===== src/rtl/cpg_pkg.sv =====
// Package with register map, field layout and timing constants of the clock pulse generator
package cpg_pkg;
	localparam logic [11:0] OFF_WAIT_CLK_CTRL = 12'h000;
	localparam logic [11:0] OFF_TAP_STATUS = 12'h004;
	localparam logic [7:0] WCC_RESET = 8'hc8;
	localparam logic [7:0] WCC_FIXED_ONES = 8'hc0;
	localparam int HALVE_BIT = 5;
	localparam int RSVD_BIT = 4;
	localparam int WMODE_LSB = 2;
	localparam int WCOUNT_LSB = 0;
	localparam int PRESCALE_BITS = 12;
	localparam int SYNC_STAGES = 2;
	localparam int CLK_MHZ = 100;
	localparam int DUTY_THRESH_MHZ = 5;
	localparam int SETTLE_US = 500;
	localparam int SETTLE_CYCLES = SETTLE_US * CLK_MHZ;
	localparam int RESET_MIN_CYCLES = 10;
	typedef enum logic [1:0] {
		CPG_WAIT_PROG = 2'b00,
		CPG_WAIT_NONE = 2'b01,
		CPG_WAIT_PIN = 2'b10,
		CPG_WAIT_AUTO = 2'b11
	} cpg_wait_mode_t;
endpackage : cpg_pkg


===== src/rtl/cpg_tap_if.sv =====
// Interface carrying the peripheral clock enable and prescaler taps
`timescale 1ns/10ps
`default_nettype none
interface cpg_tap_if;
	logic halve;
	logic periph_en;
	logic [11:0] taps;
	logic [11:0] count;
	modport gen (input halve, output periph_en, output taps, output count);
	modport use_side (output halve, input periph_en, input taps, input count);
endinterface : cpg_tap_if
`default_nettype wire


===== src/rtl/cpg_prescaler.sv =====
// Peripheral clock enable and prescaler tap generator
`timescale 1ns/10ps
`default_nettype none
module cpg_prescaler (
	input wire logic mclk,
	input wire logic rst_n,
	cpg_tap_if.gen tap
);
	typedef struct packed {
		logic phase;
		logic [11:0] count;
		logic [11:0] taps;
	} cpg_pre_state_t;
	cpg_pre_state_t st_reg;
	cpg_pre_state_t st_next;
	logic pen;
	logic [11:0] cnt_inc;

	// Mask of the low k+1 counter bits that gate tap k
	function automatic logic [11:0] tap_mask(input int k);
		tap_mask = 12'hfff >> (11 - k);
	endfunction : tap_mask

	// Halving gives an enable every other system cycle
	assign pen = tap.halve ? st_reg.phase : 1'b1;
	assign cnt_inc = st_reg.count + 12'h001;

	always_comb begin
		st_next = st_reg;
		st_next.phase = ~st_reg.phase;
		st_next.taps = 12'h000;
		if (pen) begin
			// One shared counter keeps every tap phase-locked
			st_next.count = cnt_inc;
			// Tap k pulses once per 2^(k+1) peripheral cycles
			for (int k = 0; k < 12; k++) begin
				st_next.taps[k] = ((st_reg.count & tap_mask(k)) == tap_mask(k));
			end
		end
	end

	always_ff @(posedge mclk or negedge rst_n) begin
		if (!rst_n) begin
			st_reg <= '0;
		end else begin
			st_reg <= st_next;
		end
	end

	assign tap.periph_en = pen;
	assign tap.taps = st_reg.taps;
	assign tap.count = st_reg.count;
endmodule : cpg_prescaler
`default_nettype wire


===== src/rtl/cpg_clock_gen.sv =====
// Clock pulse generator top with AHB-Lite register slave
//
// Our own choices: the AHB-Lite register port and the register addresses.
`timescale 1ns/10ps
`default_nettype none
// Functional notes
// - System clock equals input clock frequency, no multiplication.
// - Halve bit zero feeds undivided system clock to peripherals; reset state.
// - Halve bit one feeds system clock divided by two to peripherals.
// - Control register loads 0xc8 on reset and hardware standby; kept in software standby.
// - Bits 7 and 6 always read one; writes ignored.
// - Bit 4 is plain read/write storage, resets to zero.
// - Prescaler gives taps from peripheral clock /2 down to /4096.
// - Duty correction applies when clock is 5 MHz or above.
// - Wait mode field decodes programmable, none, pin, pin auto; resets to pin.
// - Wait count field selects zero to three wait states; resets zero.
module cpg_clock_gen (
	input wire logic mclk,
	input wire logic rstn,
	input wire logic hw_standby,
	input wire logic hsel,
	input wire logic [31:0] haddr,
	input wire logic [1:0] htrans,
	input wire logic hwrite,
	input wire logic [2:0] hsize,
	input wire logic [31:0] hwdata,
	input wire logic hready,
	output logic [31:0] hrdata,
	output logic hreadyout,
	output logic hresp,
	output logic periph_clk_en,
	output logic [11:0] prescale_taps,
	output logic duty_adjust_on,
	output logic [1:0] wait_mode,
	output logic [1:0] wait_states
);
	typedef enum logic [1:0] {
		CPG_BUS_IDLE = 2'b00,
		CPG_BUS_WRITE = 2'b01,
		CPG_BUS_READ = 2'b10
	} cpg_bus_phase_t;
	typedef enum logic [1:0] {
		CPG_SEL_CTRL = 2'b00,
		CPG_SEL_STATUS = 2'b01,
		CPG_SEL_NONE = 2'b10
	} cpg_reg_sel_t;
	typedef struct packed {
		logic [7:0] wcc;
		cpg_bus_phase_t phase;
		cpg_reg_sel_t sel;
		logic [31:0] rdata;
	} cpg_top_state_t;
	cpg_top_state_t st_reg;
	cpg_top_state_t st_next;
	logic [1:0] rst_sync_reg;
	logic rst_n;
	logic addr_phase;
	cpg_reg_sel_t addr_sel;
	cpg_tap_if tap ();

	// Two-stage release of the asynchronous reset
	always_ff @(posedge mclk or negedge rstn) begin
		if (!rstn) begin
			rst_sync_reg <= 2'b00;
		end else begin
			rst_sync_reg <= {rst_sync_reg[0], 1'b1};
		end
	end
	assign rst_n = rst_sync_reg[1];

	function automatic logic [7:0] wcc_read(input logic [7:0] v);
		wcc_read = v | cpg_pkg::WCC_FIXED_ONES;
	endfunction : wcc_read

	// Only the low address bits decode, so the map repeats every 4 KB
	function automatic cpg_reg_sel_t reg_decode(input logic [11:0] a);
		case (a)
			cpg_pkg::OFF_WAIT_CLK_CTRL: begin
				reg_decode = CPG_SEL_CTRL;
			end
			cpg_pkg::OFF_TAP_STATUS: begin
				reg_decode = CPG_SEL_STATUS;
			end
			default: begin
				reg_decode = CPG_SEL_NONE;
			end
		endcase
	endfunction : reg_decode

	function automatic logic [31:0] status_word(input logic halve, input logic [11:0] count);
		status_word = 32'h0000_0000;
		status_word[27:16] = count;
		status_word[0] = halve;
	endfunction : status_word

	function automatic cpg_pkg::cpg_wait_mode_t wait_mode_of(input logic [7:0] v);
		case (v[cpg_pkg::WMODE_LSB +: 2])
			2'h0: begin
				wait_mode_of = cpg_pkg::CPG_WAIT_PROG;
			end
			2'h1: begin
				wait_mode_of = cpg_pkg::CPG_WAIT_NONE;
			end
			2'h2: begin
				wait_mode_of = cpg_pkg::CPG_WAIT_PIN;
			end
			default: begin
				wait_mode_of = cpg_pkg::CPG_WAIT_AUTO;
			end
		endcase
	endfunction : wait_mode_of

	assign addr_phase = hsel & hready & htrans[1];
	assign addr_sel = reg_decode(haddr[11:0]);

	always_comb begin
		st_next = st_reg;
		// Data phase of the transfer taken at the last edge
		case (st_reg.phase)
			CPG_BUS_WRITE: begin
				if (st_reg.sel == CPG_SEL_CTRL) begin
					// Top bits stay one; bit 4 stores freely
					st_next.wcc = wcc_read(hwdata[7:0]);
				end
			end
			CPG_BUS_READ: begin
				st_next.rdata = st_reg.rdata;
			end
			CPG_BUS_IDLE: begin
				st_next.rdata = st_reg.rdata;
			end
			default: begin
				st_next.sel = CPG_SEL_NONE;
			end
		endcase
		st_next.phase = CPG_BUS_IDLE;
		if (addr_phase) begin
			st_next.sel = addr_sel;
			if (hwrite) begin
				st_next.phase = CPG_BUS_WRITE;
			end else begin
				st_next.phase = CPG_BUS_READ;
				// Registered now so it stands through the whole data phase
				case (addr_sel)
					CPG_SEL_CTRL: begin
						// Sees a write landing in this same cycle
						st_next.rdata = {24'h000000, wcc_read(st_next.wcc)};
					end
					CPG_SEL_STATUS: begin
						st_next.rdata = status_word(st_next.wcc[cpg_pkg::HALVE_BIT], tap.count);
					end
					default: begin
						st_next.rdata = 32'h0000_0000;
					end
				endcase
			end
		end
		// Hardware standby reloads, software standby is not seen here
		if (hw_standby) begin
			st_next.wcc = cpg_pkg::WCC_RESET;
		end
	end

	always_ff @(posedge mclk or negedge rst_n) begin
		if (!rst_n) begin
			st_reg.wcc <= cpg_pkg::WCC_RESET;
			st_reg.phase <= CPG_BUS_IDLE;
			st_reg.sel <= CPG_SEL_NONE;
			st_reg.rdata <= 32'h0000_0000;
		end else begin
			st_reg <= st_next;
		end
	end

	assign tap.halve = st_reg.wcc[cpg_pkg::HALVE_BIT];

	cpg_prescaler u_pre (
		.mclk(mclk),
		.rst_n(rst_n),
		.tap(tap)
	);

	// Register slave answers with zero wait states, always OKAY
	assign hreadyout = 1'b1;
	assign hresp = 1'b0;
	assign hrdata = st_reg.rdata;
	// System clock is mclk itself; no multiplier exists
	assign periph_clk_en = tap.periph_en;
	assign prescale_taps = tap.taps;
	// Fixed clock is far above threshold, so correction stays on
	assign duty_adjust_on = (cpg_pkg::CLK_MHZ >= cpg_pkg::DUTY_THRESH_MHZ);
	assign wait_mode = wait_mode_of(st_reg.wcc);
	assign wait_states = st_reg.wcc[cpg_pkg::WCOUNT_LSB +: 2];
endmodule : cpg_clock_gen
`default_nettype wire


===== config.mk =====
export PLATFORM = sky130hd
export DESIGN_NAME = cpg_clock_gen
export DESIGN_NICKNAME = d
export VERILOG_FILES = /design/src/rtl/cpg_pkg.sv /design/src/rtl/cpg_tap_if.sv /design/src/rtl/cpg_prescaler.sv /design/src/rtl/cpg_clock_gen.sv
export SDC_FILE = /design/constraint.sdc
export NUM_CORES = 1
export LEC_CHECK = 0
export BUFFER_PORTS_ARGS = -buffer_cell sky130_fd_sc_hd__buf_2
export CAP_MARGIN = 0
export CORE_MARGIN = 4
export CORE_UTILIZATION = 49
export DETAILED_ROUTE_END_ITERATION = 6
export PLACE_DENSITY_LB_ADDON = 0.25
export REMOVE_ABC_BUFFERS = 1
export SYNTH_ARGS = -nofsm -noshare
export SYNTH_HDL_FRONTEND = slang
export SYNTH_SLANG_ARGS = --single-unit

===== constraint.sdc =====
create_clock -name mclk -period 4.6 [get_ports mclk]
set_input_delay 0.23 -clock mclk [delete_from_list [all_inputs] [get_ports mclk]]
set_output_delay 0.23 -clock mclk [all_outputs]
set_load 0.02 [all_outputs]

==> Word-level counts from Yosys, hierarchy flattened <==
Index checks and enable logic that the tools add are counted.
{ "word_totals": {"register_bits": 69, "latchBits": 0, "mem_bits_rw": 0, "romBits": 0, "inputBits": 75, "out_inout_bits": 52, "word_cells": 50, "mem_count": 0} }
{ "classes": {"n_addsub": 1, "n_mul": 0, "n_div": 0, "n_lt_le_gt_ge": 0, "n_eq_ne": 18, "shift": 0, "mux": 12, "n_bitwise": 4, "reduce_logical": 7} }
{ "op_table": {"columns": ["operator", "n"], "rows": [
  ["28-bit case mux with 2 select lines", 1],
  ["36-bit two-way mux", 1],
  ["32-bit two-way mux", 1],
  ["6-bit two-way mux", 3],
  ["12-bit by 1-bit adder with 12-bit output, second input constant", 1],
  ["12-bit equality test, second input constant", 1],
  ["12-bit by 3-bit equality test with 1-bit output, second input constant", 1],
  ["12-bit logical NOT", 1],
  ["12-bit two-way mux", 1],
  ["11-bit equality test, second input constant", 1],
  ["10-bit equality test, second input constant", 1],
  ["9-bit equality test, second input constant", 1],
  ["8-bit equality test, second input constant", 1],
  ["2-bit logical NOT", 4],
  ["7-bit equality test, second input constant", 1],
  ["2-bit by 1-bit equality test with 1-bit output, second input constant", 3],
  ["2-bit equality test, second input constant", 3],
  ["6-bit equality test, second input constant", 1],
  ["2-bit case mux with 3 select lines", 1],
  ["5-bit equality test, second input constant", 1],
  ["4-bit equality test, second input constant", 1],
  ["2-bit two-way mux", 2],
  ["2-bit case mux with 2 select lines", 1],
  ["3-bit equality test, second input constant", 1],
  ["6 further kinds", 8]
]} }

==> Logic depth before layout (Yosys ltp) <==
{ "logic_depth": {"word_depth": 6, "mapped_depth": 5, "depth_no_buf": 5} }

==> By module <==
A second synthesis with hierarchy kept.
{ "unflattened": {"hier_cells": 240, "hier_area_um2": 2772.7} }
{ "modules_own_cells": {"columns": ["mod", "n_inst", "cells_per_inst", "area_per_inst_um2", "seq_area_each_um2"], "rows": [
  ["cpg_clock_gen", 1, 148, 1616.6, 778.2],
  ["cpg_prescaler", 1, 92, 1156.1, 625.6]
]} }

==> Least setup slack after synthesis <==
No wires, ideal clock.
{ "synth_path": {"path_kind": "register to register", "start": "register st_reg[35] (netlist bit)", "end": "register st_reg (netlist bit hrdata[0])", "setup_time_ps": 121, "arrival_ps": 1512, "required_ps": 4479, "slack_ps": 2966, "stages_incl_launch_ff": 5, "path_buffers": 0, "period_less_slack_ps": 1634, "cell_sequence": "dfrtp_1 -> nor4b_4 -> mux2i_1 -> nand2_1 -> a32o_2"} }
{ "synth_via": {"elab_chain_cells": 3} }
{ "synth_lines": {"columns": ["item", "line", "rtl"], "rows": [
  ["start: declaration", "cpg_clock_gen.sv:53", "cpg_top_state_t st_reg;"],
  ["start signal: assignment", "cpg_clock_gen.sv:171", "st_reg <= st_next;"],
  ["2-bit by 1-bit equality test with 1-bit output", "cpg_clock_gen.sv:119", "case (st_reg.phase)"],
  ["6-bit two-way mux", "cpg_clock_gen.sv:119", null],
  ["28-bit case mux with 2 select lines", "cpg_clock_gen.sv:144", "case (addr_sel)"]
]} }
Every way passes these cells.
A chain may end at the register's enable or synchronous reset.

==> Worst setup path in the final report <==
{ "layout_path": {"start": "input htrans[1]", "end": "register st_reg (netlist bit hrdata[27])"} }
{ "layout_via": {"elab_chain_cells": 2} }
{ "layout_lines": {"columns": ["item", "line", "rtl"], "rows": [
  ["start: declaration", "cpg_clock_gen.sv:23", "input wire logic [1:0] htrans,"],
  ["1-bit bitwise AND", "cpg_clock_gen.sv:113", "assign addr_phase = hsel & hready & htrans[1];"],
  ["2-bit AND reduction (no line)", null, null]
]} }
Every way passes these cells.

==> qor.txt <==
Max Transition Viols Final: 0
Post-Synthesis Cells: 218
post-synthesis sequential area ratio: 0.561
Sw Pwr: 0.208 mW
Max FO, Critical Path: 23
register area: 0.00141 sq mm
Critical Path Start Type: input port
die width: 79.5 um
Synth Area in Adders: 0.0200
sw frac: 0.247
dpl hpwl: 3000 um
post-synthesis compound-gate area fraction: 0.0635
Crit. End Element: flop
antenna-violating nets left: 0
floorplan core area: 0.00485 sq mm
WL/cell: 13.4 um
power per cell area: 317 mW/mm^2
required time at the worst-slack endpoint: 4.85 ns
fin worst setup slack: 2.58 ns
Mapped Avg Cell Area: 11.5 sq um
vias per cell: 4.69
vias in the first global route: 1548
FILL cells: 456
floorplan row count: 25
leading cell type in the layout, fill and taps excluded: buf_2
Antenna diodes: 0
drt drc: 0
clock-pin transition on the worst setup and hold timing paths: 0.10 ns
global-route wire length before repair: 7180 um
clock power share: 0.317
final global-route overflow total: 0
htree depth: 2
multi-input logic area: 738 sq um
min Tclk post-route: 2.02 ns
synthesized area: 0.00250 sq mm
Setup TNS Final: 0 ns
multiplexer share of the synthesized area: 0.0420
Max Buffers Root-to-Sink: 2
die footprint: 0.00632 sq mm
number of clock sinks: 56
final wirelength: 4210 um
Seq pwr share: 0.619
final hold vios: 0
status: complete, no violations
worst skew pair latency: 0.31 ns
Post-CTS Setup Bufs: 0
Post-Synth Simple-Gate Area: 0.121
Internal: 0.635 mW
DRT iter0 DRCs: 125
max_cap viols: 0
Num CTS Buffers: 5
CP arrival: 2.27 ns
Synth-to-Final Area Change: 6.35%
Initial DRT Pass Iterations: 4
Worst Skew: 0.00664 ns
Worst Setup SP: htrans[1]
period utilization: 0.439
I/O Pins: 127
Place WS: 2.22 ns
f_max: 0.495 GHz
kind of critical path: in2reg
Largest register FFs: 19
most frequent cells in the layout: buf_2 (61), dfrtp_1 (53), conb_1 (16)
Root Buffer: clkbuf_8
combinational power share: 0.064
Leak: 1.47 nW
maximum VDD drop: 0.167 mV
CTS tree: built
Synth Register Bits: 56
largest net degree at the start of global routing: 55
Slew HR: 0.371
RePlAce Congestion: 0.774
die span in y: 79.5 um
share of layout cells above drive strength 1: 0.327
XOR/XNOR Fraction of Synth Area: 0.0245
Tot GR Track Use: 0.145
Vias: 1478
main combinational cell family by area after synthesis: buffers and inverters
Final nets: 326
Hold Path Class: in2reg
RSZ-0062 raised after global routing: no
# setup viols final: 0
YS warnings: 0
reg2reg start: st_reg[35]$_DFF_PN0_
Hold Crit Start: hw_standby
measured slew at the worst slew-check pin: 0.944 ns
Port Buf Inserts: 61
Starting Density: 0.516
antenna violations before repair: 0
library cells used by synthesis: 31
[worst paths after layout]
path | slack (ns) | to | cells past startpoint
worst max-delay path | 2.58 | hrdata[27]$_DFFE_PN0P_ | 5
worst min-delay path | 0.15 | st_reg[38]$_DFF_PN0_ | 2
worst max register to register | 2.79 | hrdata[0]$_DFFE_PN0P_ | 4
worst min register to register | 0.37 | rst_sync_reg[1]$_DFF_PN0_ | 0
max in group asynchronous | 3.79 | u_pre.tap.count[2]$_DFFE_PN0N_ | 1
min in group asynchronous | 0.22 | rst_sync_reg[1]$_DFF_PN0_ | 2
[cell type report]
| class | instances | share of cell area |
|---|---|---|
| Clock buffer | 5 | 0.0258 |
| Multi-Input combinational cell | 115 | 0.277 |
| Sequential cell | 56 | 0.528 |
| Timing Repair Buffer | 63 | 0.121 |
| Tap cell | 67 | 0.0315 |
| Clock inverter | 3 | 0.00799 |
| Inverter | 6 | 0.00846 |
[through the flow]
step | std cells | instance area, sq um | power (mW) | hold slack [ns] | utilization
finish | 315 | 2660 | 0.843 | 0.151 | 0.549
global route | 315 | 2660 | 0.885 | 0.161 | 0.549
CTS | 315 | 2660 | 0.856 | 0.141 | 0.549
detailed placement | 306 | 2560 | 0.586 | 0.0149 | 0.529
global placement | 306 | 2560 | 0.584 | 0.0150 | 0.529
floorplan | 177 | 2160 | 0.564 | -0.0656 | -
[cells in the mapped netlist]
cell type,count,area (sq um)
buf_2,1,5.00
a21oi_1,2,10.0
inv_1,6,22.5
nor3_1,1,5.00
nor2_1,15,56.3
nand2_1,13,48.8
dfrtp_1,54,1350
ha_1,4,50.1
dfstp_2,2,52.6
and3_1,4,25.0
nand2b_1,3,18.8
mux2i_1,6,60.1
o21ai_1,3,15.0
clkbuf_1,4,15.0
a32o_2,1,11.3
buf_4,49,368
o21ai_0,2,10.0
nand3_1,7,35.0
nor4_1,2,12.5
and2_1,7,43.8
nor3_2,1,10.0
mux2_2,4,45.0
a22o_1,12,105
o31ai_1,1,7.51
or3_4,1,11.3
xnor2_1,3,26.3
conb_1,2,7.51
buf_1,1,3.75
nand4_1,2,12.5
nor4b_4,1,23.8
xor2_1,4,35.0
[worst max-delay path: stages]
cell and delay [ns]:
buf_2 0.08, nand3_1 0.17, nand2b_1 0.63, nor3_2 0.91, a22o_1 0.24
[logic make-up after synthesis]
| kind of cell | Yosys count |
|---|---|
| AO/OA/AOI/OAI | 21 |
| XOR/XNOR | 7 |
| adder cells (fa/ha/maj) | 4 |
| buffers and inverters | 61 |
| flip-flops | 56 |
| multiplexers | 10 |
| other | 2 |
| AND/OR/NAND/NOR | 57 |
[power groups by stage]
stage | logic (mW) | clock network, mW | registers, mW
floorplan | 0.0300 | 0 | 0.534
global placement | 0.0533 | 0 | 0.531
detailed placement | 0.0543 | 0 | 0.532
CTS | 0.0547 | 0.279 | 0.522
global route | 0.0614 | 0.299 | 0.524
finish | 0.0539 | 0.267 | 0.522
[routing by layer]
| metal | track usage | part of all wire |
|---|---|---|
| met5 | 0 | 0 |
| met4 | 0.0619 | 0.014 |
| met3 | 0.0293 | 0.073 |
| met2 | 0.234 | 0.46 |
| met1 | 0.190 | 0.46 |
[what timing repair did]
action,in CTS,in global routing
hold endpoints to repair,2,0
hold buffers,1,0
gates resized for setup,0,0
Note: power is estimated with default switching activity, not from simulation.
